`config.mk`:
```
export PLATFORM = sky130hd
export DESIGN_NAME = tcv_channel
export DESIGN_NICKNAME = d
export VERILOG_FILES = /design/src/tcv_pkg.sv /design/src/tcv_channel.sv
export VERILOG_INCLUDE_DIRS = /design/src
export SDC_FILE = /design/constraint.sdc
export NUM_CORES = 1
export LEC_CHECK = 0
export ABC_AREA = 0
export BUFFER_PORTS_ARGS = -buffer_cell sky130_fd_sc_hd__buf_2
export CAP_MARGIN = 20
export CORE_ASPECT_RATIO = 0.5
export CORE_MARGIN = 4
export CORE_UTILIZATION = 30
export CTS_CLUSTER_SIZE = 10
export DETAILED_ROUTE_END_ITERATION = 12
export PLACE_DENSITY = 0.59
export SETUP_SLACK_MARGIN = 0.5
export SYNTH_ARGS = -nofsm -noshare
export SYNTH_HDL_FRONTEND = slang
export SYNTH_SLANG_ARGS = --single-unit
```
`constraint.sdc`:
```
create_clock -name CLK_I -period 12 [get_ports CLK_I]
set_clock_uncertainty 0.1 [all_clocks]
set_input_delay 1.8 -clock CLK_I [delete_from_list [all_inputs] [get_ports CLK_I]]
set_output_delay 1.8 -clock CLK_I [all_outputs]
set_load 0.05 [all_outputs]
```
`src/tcv_consts.svh`:
```
`ifndef TCV_CONSTS_SVH
`define TCV_CONSTS_SVH
`define TCV_OFF_CSC 12'h000
`define TCV_OFF_VHI 12'h004
`define TCV_OFF_VLO 12'h008
`define TCV_OFF_GCTL 12'h00C
`define TCV_OFF_STAT 12'h010
`define TCV_CSC_FLAG 7
`define TCV_CSC_IE 6
`define TCV_CSC_MSB 5
`define TCV_CSC_MSA 4
`define TCV_CSC_ELSB 3
`define TCV_CSC_ELSA 2
`define TCV_GCTL_CENTER_PWM_MODE 0
`define TCV_GCTL_CLKA 1
`define TCV_GCTL_CLKB 2
`define TCV_FREE_TOP 16'hFFFF
`define TCV_FREE_PRE 16'hFFFE
`define TCV_CLK_NONE 2'h0
`endif

```
`src/tcv_pkg.sv`:
```
package tcv_pkg;
    typedef enum logic [2:0] {
        TCV_PIN_FREE,
        TCV_CAPTURE,
        TCV_COMPARE,
        TCV_EDGE_PWM,
        TCV_CENTER_PWM
    } tcv_mode_t;
endpackage

```
`src/tcv_channel.sv`:
```
// How it works
// - Edge/level 00 releases the pin whatever the other mode bits.
// - Centre 0, mode 00: capture rising, falling or both edges.
// - Centre 0, mode 01: compare match toggles, clears or sets the pin.
// - Compare with edge/level 00 flags matches but leaves the pin alone.
// - Centre 0, mode 1X: edge PWM, 10 high-true, X1 low-true.
// - Centre 1: centre PWM, acts on up-count matches, 10 high-true, X1 low-true.
// - Reset clears both value bytes.
// - Capture mode: a byte read snapshots both until the other byte is read.
// - Any status/control write unlatches read and write coherency.
// - Value byte writes are ignored in capture mode.
// - Debug freezes the read latch; only status/control write resets it.
// - Debug value reads return live register contents.
// - Compare/PWM writes buffer; transfer needs both bytes, any order.
// - No clock selected: transfer as soon as the second byte lands.
// - Clock on, compare: transfer at next counter step.
// - Clock on, PWM: transfer as counter steps modulo-1 to modulo.
// - Debug freezes the write latch state too.
// - Debug value writes go straight to the channel register.
// - Debug writes leave a partial buffered sequence intact.
// - Flag sets on capture edge or match, not at 0% or 100% PWM.
// - Flag clears by read-while-set then write 0; new event wins.
// - Clock select 00 means no clock, counter off.
`timescale 1ns/1ps
`default_nettype none
`include "tcv_consts.svh"
module tcv_channel (
    input wire logic CLK_I,
    input wire logic RST_I,
    input wire logic PSEL_I,
    input wire logic PENABLE_I,
    input wire logic PWRITE_I,
    input wire logic [11:0] PADDR_I,
    input wire logic [31:0] PWDATA_I,
    output logic [31:0] PRDATA_O,
    output logic PREADY_O,
    output logic PSLVERR_O,
    input wire logic [15:0] COUNT_I,
    input wire logic [15:0] MODULO_I,
    input wire logic COUNT_UP_I,
    input wire logic COUNT_STEP_I,
    input wire logic DEBUG_ACTIVE_I,
    input wire logic CHAN_PIN_I,
    output logic CHAN_PIN_O,
    output logic CHAN_PIN_OE_O,
    output logic CHAN_IRQ_O,
    output tcv_pkg::tcv_mode_t MODE_O
);
    import tcv_pkg::*;

    logic [7:0] csc_q, csc_d;
    logic [2:0] gctl_q;
    logic [15:0] val_q, val_d;
    logic [15:0] wbuf_q, wbuf_d;
    logic [15:0] rbuf_q;
    logic rlat_q, rlat_d;
    // Which half opened the read latch; the other half or a status/control write closes it
    logic rfirst_q, rfirst_d;
    logic whi_q, whi_d, wlo_q, wlo_d;
    logic pend_q, pend_d;
    logic flag_armed_q, flag_armed_d;
    logic pin_q, pin_d;
    logic [2:0] pin_sync_q;
    logic [15:0] count_prev_q;

    wire wr = PSEL_I & PENABLE_I & PWRITE_I;
    wire rd = PSEL_I & PENABLE_I & ~PWRITE_I;
    wire sel_csc = PADDR_I == `TCV_OFF_CSC;
    wire sel_vhi = PADDR_I == `TCV_OFF_VHI;
    wire sel_vlo = PADDR_I == `TCV_OFF_VLO;
    wire sel_gctl = PADDR_I == `TCV_OFF_GCTL;
    wire sel_stat = PADDR_I == `TCV_OFF_STAT;
    wire mapped = sel_csc | sel_vhi | sel_vlo | sel_gctl | sel_stat;
    wire [1:0] els = {csc_q[`TCV_CSC_ELSB], csc_q[`TCV_CSC_ELSA]};
    wire [1:0] msel = {csc_q[`TCV_CSC_MSB], csc_q[`TCV_CSC_MSA]};
    wire center = gctl_q[`TCV_GCTL_CENTER_PWM_MODE];
    wire [1:0] clks = {gctl_q[`TCV_GCTL_CLKB], gctl_q[`TCV_GCTL_CLKA]};
    wire clk_on = clks != `TCV_CLK_NONE;
    wire pin_free = els == 2'h0;
    wire is_cap = ~center & (msel == 2'h0);
    wire is_cmp = ~center & (msel == 2'h1);
    wire is_edge_pwm_mode = ~center & msel[1];
    wire is_pwm = is_edge_pwm_mode | center;
    tcv_mode_t mode;

    always_comb begin
        if (center) begin
            mode = TCV_CENTER_PWM;
        end else if (msel[1]) begin
            mode = TCV_EDGE_PWM;
        end else if (msel[0]) begin
            mode = TCV_COMPARE;
        end else begin
            mode = TCV_CAPTURE;
        end
        if (pin_free && !is_cmp) begin
            mode = TCV_PIN_FREE;
        end
    end

    // Pin is asynchronous: two stages before edge logic
    wire pin_s = pin_sync_q[1];
    wire pin_rise = pin_s & ~pin_sync_q[2];
    wire pin_fall = ~pin_s & pin_sync_q[2];
    wire cap_evt = is_cap & ((els[0] & pin_rise) | (els[1] & pin_fall));
    wire counter_moved = clk_on & COUNT_STEP_I;
    wire match = counter_moved & (COUNT_I == val_q);
    wire [15:0] top = (MODULO_I == 16'h0000) ? `TCV_FREE_TOP : MODULO_I;
    wire [15:0] pre_top = (MODULO_I == 16'h0000) ? `TCV_FREE_PRE : MODULO_I - 16'h0001;
    // 0% and 100% duty raise no flag; free running counts to the full top
    wire duty_edge = (val_q == 16'h0000) | (val_q > top);
    wire pwm_match = is_pwm & match & (~center | COUNT_UP_I) & ~duty_edge;
    wire cmp_match = is_cmp & match;
    wire flag_evt = cap_evt | cmp_match | pwm_match;
    wire pwm_load = counter_moved & (count_prev_q == pre_top) & (COUNT_I == top);
    wire v_write = wr & (sel_vhi | sel_vlo);
    wire both_seen = (whi_q | (wr & sel_vhi)) & (wlo_q | (wr & sel_vlo));
    wire load_now = pend_q & (~clk_on | (is_cmp & counter_moved) | (is_pwm & pwm_load));
    wire [15:0] rd_val = DEBUG_ACTIVE_I ? val_q : (rlat_q ? rbuf_q : val_q);
    wire [31:0] rd_mux = sel_csc ? {24'h000000, csc_q} :
                         sel_vhi ? {24'h000000, rd_val[15:8]} :
                         sel_vlo ? {24'h000000, rd_val[7:0]} :
                         sel_gctl ? {29'h00000000, gctl_q} :
                         sel_stat ? {24'h000000, 1'b0, rlat_q, whi_q, wlo_q, pend_q, mode} : 32'h00000000;

    always_comb begin
        csc_d = csc_q;
        val_d = val_q;
        wbuf_d = wbuf_q;
        rlat_d = rlat_q;
        rfirst_d = rfirst_q;
        whi_d = whi_q;
        wlo_d = wlo_q;
        pend_d = pend_q;
        flag_armed_d = flag_armed_q;
        pin_d = pin_q;
        if (rd && sel_csc && csc_q[`TCV_CSC_FLAG]) begin
            flag_armed_d = 1'b1;
        end
        if (wr && sel_csc) begin
            csc_d[6:2] = PWDATA_I[6:2];
            if (!PWDATA_I[`TCV_CSC_FLAG] && flag_armed_q) begin
                csc_d[`TCV_CSC_FLAG] = 1'b0;
            end
            flag_armed_d = 1'b0;
            rlat_d = 1'b0;
            whi_d = 1'b0;
            wlo_d = 1'b0;
            pend_d = 1'b0;
        end
        if (rd && (sel_vhi || sel_vlo) && is_cap && !DEBUG_ACTIVE_I) begin
            if (!rlat_q) begin
                rlat_d = 1'b1;
                rfirst_d = sel_vhi;
            end else if (sel_vhi != rfirst_q) begin
                rlat_d = 1'b0;
            end
        end
        if (v_write && !is_cap) begin
            if (DEBUG_ACTIVE_I) begin
                if (sel_vhi) begin
                    val_d[15:8] = PWDATA_I[7:0];
                end else begin
                    val_d[7:0] = PWDATA_I[7:0];
                end
            end else begin
                if (sel_vhi) begin
                    wbuf_d[15:8] = PWDATA_I[7:0];
                    whi_d = 1'b1;
                end else begin
                    wbuf_d[7:0] = PWDATA_I[7:0];
                    wlo_d = 1'b1;
                end
                if (both_seen) begin
                    whi_d = 1'b0;
                    wlo_d = 1'b0;
                    pend_d = 1'b1;
                    if (!clk_on) begin
                        val_d = {sel_vhi ? PWDATA_I[7:0] : wbuf_q[15:8], sel_vlo ? PWDATA_I[7:0] : wbuf_q[7:0]};
                        pend_d = 1'b0;
                    end
                end
            end
        end
        // Debug writes touch val only; buffer and latches hold
        if (load_now && !(wr && sel_csc)) begin
            val_d = wbuf_q;
            pend_d = 1'b0;
        end
        if (cap_evt) begin
            val_d = COUNT_I;
        end
        if (cmp_match && !pin_free) begin
            pin_d = (els == 2'h1) ? ~pin_q : els[0];
        end
        if (pwm_match) begin
            pin_d = els[0];
        end
        if (is_pwm && counter_moved && (COUNT_I == 16'h0000 || (center ? 1'b0 : COUNT_I == 16'h0000))) begin
            pin_d = ~els[0];
        end
        if (flag_evt) begin
            csc_d[`TCV_CSC_FLAG] = 1'b1;
            flag_armed_d = 1'b0;
        end
    end

    always_ff @(posedge CLK_I) begin
        if (RST_I) begin
            csc_q <= 8'h00;
            gctl_q <= 3'h0;
            val_q <= 16'h0000;
            wbuf_q <= 16'h0000;
            rlat_q <= 1'b0;
            rfirst_q <= 1'b0;
            whi_q <= 1'b0;
            wlo_q <= 1'b0;
            pend_q <= 1'b0;
            flag_armed_q <= 1'b0;
            pin_q <= 1'b0;
        end else begin
            csc_q <= csc_d;
            val_q <= val_d;
            wbuf_q <= wbuf_d;
            rlat_q <= rlat_d;
            rfirst_q <= rfirst_d;
            whi_q <= whi_d;
            wlo_q <= wlo_d;
            pend_q <= pend_d;
            flag_armed_q <= flag_armed_d;
            pin_q <= pin_d;
            if (wr && sel_gctl) begin
                gctl_q <= PWDATA_I[2:0];
            end
        end
    end

    // Snapshot of the live value when the first half is read
    always_ff @(posedge CLK_I) begin
        if (RST_I) begin
            rbuf_q <= 16'h0000;
        end else if (rd && (sel_vhi || sel_vlo) && is_cap && !DEBUG_ACTIVE_I && !rlat_q) begin
            rbuf_q <= val_q;
        end
    end

    always_ff @(posedge CLK_I) begin
        if (RST_I) begin
            pin_sync_q <= 3'h0;
            count_prev_q <= 16'h0000;
            PRDATA_O <= 32'h00000000;
        end else begin
            pin_sync_q <= {pin_sync_q[1:0], CHAN_PIN_I};
            if (COUNT_STEP_I) begin
                count_prev_q <= COUNT_I;
            end
            if (PSEL_I && !PENABLE_I && !PWRITE_I) begin
                PRDATA_O <= rd_mux;
            end
        end
    end

    assign PREADY_O = PSEL_I & PENABLE_I;
    assign PSLVERR_O = PSEL_I & PENABLE_I & ~mapped;
    assign CHAN_PIN_O = pin_q;
    assign CHAN_PIN_OE_O = ~pin_free & ~is_cap;
    assign CHAN_IRQ_O = csc_q[`TCV_CSC_FLAG] & csc_q[`TCV_CSC_IE];
    assign MODE_O = mode;
endmodule
`default_nettype wire

```
==> results.yml <==
worst_setup_path:
  worst-path-max-fanout: 22
  worstPathRequired_ns: 12.18
  startpoint_type: "input port"
  endpoint_kind: "register"
  rr_startpoint: "gctl_q[0]"
  path_class: "input port to register"
  r2r_cells: 10
  worstPathArrival_ns: 6.07
  reg2reg_to: "val_q[0]"
  rrSetupSlack_ns: 7.81
die:
  num_rows: 38
  die_h_um: 113
  die-area_um2: 24700
  pin_count: 125
  coreArea_um2: 21700
  die_x_um: 218
  initial_utilization_pct: 30.6
clock_network:
  insertion_delay_ns: 0.36
  cts.path.max_buffers: 2
  clk_pin_slew_ns: 0.07
  cts-htree-levels: 3
  cts.hold.buffers_added: 0
  ctsResizeCount: 0
  post_cts_buffers: 0
  clockRootBuffer: "clkbuf_16"
  numCtsBuffers: 9
  cts_num_sinks: 91
  cts_tree: "built"
sta:
  clock.fmax_mhz: 170
  setup-tns-final_ns: 0
  hold_viol: 0
  rsz0062_at_grt: "false"
  slew_viol_final: 0
  worstMarginPinSlew_ns: 1.03
  setup_violations: 0
  min_period_ns: 5.90
  fin_crit_sh_pct: 49.1
  fin_hold_ws_ns: 0.348
  max-slew-margin-rel_pct: 30.9
detailed_routing:
  routed_wl_mm: 21.9
  drc: 0
  wl_per_cell_um: 17.8
  first_pass_iters: 5
  ant_nets: 0
  vias: 6556
  drt_iter0_markers: 530
  via_per_inst: 5.35
synthesis:
  synth.largest_area_cell: "dfxtp_1"
  yosysWarningCount: 0
  synth_top_area_share_pct: 27.4
  async_reset_ff_share_pct: 0
  syn_area_um2: 6640
  synth.avg_cell_area_um2: 7.46
  synth-seq-area-share_pct: 27.4
  synth_cell_types: 68
  synth-edff-count: 0
  synth-seq-cells: 91
  netlist_instances: 891
  synth-main-ff-cell: "dfxtp_1"
  ys_top_cells_by_area: "dfxtp_1 (27%), mux2i_1 (9.9%), nand2_1 (5.9%)"
pwr:
  vdd_drop_max_uv: 49.3
  p_leak_nw: 2.98
  cellPowerDensity_nw_per_um2: 93.7
  total_power_w: 0.000692
layout:
  fillCellCount: 2329
  final_nets: 1021
  final_cell_mix: "nand2_1 (105), nor2_1 (97), dfxtp_1 (91), buf_2 (76), nand3_1 (75)"
  area.sequential_um2: 1820
  drive_gt1_share_pct: 12.9
  multi_input_area_um2: 4350
  areaGrowthSynthToFinish_pct: 11.2
  layout.cells.most_common: "nand2_1"
  finish.utilization_pct: 34.0
run_status:
  status: "finished clean"
min_path:
  worstHoldStart: "rbuf_q[6]"
  hold_path.class: "register to register"
  worstHoldEndpoint: "rbuf_q[6]"
  hold_depth: 2
grt:
  overflow: 0
  grt_max_degree: 81
  grt_usage_pct: 17.3
  grt_pass1_wl_mm: 34.0
  grt_pass1_vias: 6117
  antenna_found_initial: 0
place:
  placement.io_buffers: 76
  gp_congestion: 0.910
  hpwlAfterDp_mm: 16.0
run:
  cap_violations: 0
cells by family after synthesis:
group | share of synthesized area [%]
xor gates and xnor gates | 4.75
and+or+nand+nor | 28.7
muxes | 11.0
adders and majority gates | 3.20
DFF | 27.4
AOI/OAI and AO/OA | 16.6
buffers and inverters | 8.34
other | 0.0564
registers in the layout, indices dropped and copies added, names as in the netlist:
register and cells:
rbuf_q 16, whi_q 1, gctl_q 3, pend_q 1, val_q 16, wlo_q 1, count_prev_q 16, rfirst_q 1
wbuf_q 16, flag_armed_q 1, csc_q 6, PRDATA_O 8, CHAN_PIN_O 1, pin_sync_q 3, rlat_q 1
worst max-delay path: stages:
cell and delay (ns):
buf_2 0.15, inv_1 0.13, ha_1 0.28, nor4b_2 0.39, and4_1 0.79, nor3_1 0.09, nor2_1 0.13, o2111ai_1 0.12
or4_1 0.41, or4_1 0.54, buf_4 0.27, a311oi_2 0.53, o21ai_1 0.26, o211ai_1 0.13
metrics by stage:
stage	area, µm²	worst slack (ns)	instances
4_1_cts	7350	6.17	1222
3_3_place_gp	7080	5.85	1206
5_1_grt	7390	5.89	1224
2_1_floorplan	6730	6.53	914
3_5_place_dp	7080	5.80	1206
6_report	7390	6.10	1225
Yosys cell counts (3+ instances only):
cell type,number
buf_4,24
nand2_1,105
a31o_2,4
a211oi_1,8
a221oi_1,10
nor3b_1,4
a21oi_1,42
dfxtp_1,91
inv_1,25
nor2b_1,8
and3_1,9
and4_1,4
o211ai_1,14
nor4b_1,3
a22oi_1,10
nand2b_1,10
o22ai_1,6
xor2_1,14
nand4_1,14
nor2_1,97
a31oi_1,4
ha_1,17
or3_1,6
o21ai_1,17
o21ai_0,18
nand3_1,75
nand3b_1,5
buf_1,6
buf_2,6
nor4_1,17
mux2i_1,66
and2_1,5
clkbuf_1,51
a21o_1,3
o21a_1,4
mux2_2,6
or4_1,3
xnor2_1,22
nor3_1,22
layer usage:
metal / track usage, % / vias to the layer above / share of wire [%]
li1: - / 3186 / -
met1: 24.4 / 3130 / 48
met2: 26.7 / 200 / 44
met3: 3.41 / 40 / 5.6
met4: 5.17 / 0 / 2.0
met5: 0 / - / 0
report_power, final:
part	switching (W)	internal, W	total [W]	leakage [nW]
clock	0.000132	0.000142	0.000274	0.135
sequential	0.00000358	0.000307	0.000310	0.737
combinational	0.0000755	0.0000321	0.000108	2.11
worst max-delay path by stage:
stage,from,endpoint,slack [ns]
floorplan,PADDR_I[7],PSLVERR_O,6.53
global route,MODULO_I[1],val_q[0],5.89
detailed placement,COUNT_STEP_I,val_q[0],5.80
CTS,MODULO_I[1],val_q[0],6.17
global placement,MODULO_I[1],val_q[0],5.85
finish,MODULO_I[1],val_q[0],6.10
layout make-up:
class                           instances  share of cell area [%]
Multi-Input combinational cell        706                    58.9
Clock inverter                          5                   0.491
Clock buffer                           11                    3.15
Inverter                               26                    1.32
Timing Repair Buffer                   85                    6.33
Sequential cell                        91                    24.7
Antenna cell                            1                  0.0339
Tap cell                              300                    5.08
Power figures use the tool's default switching activity.
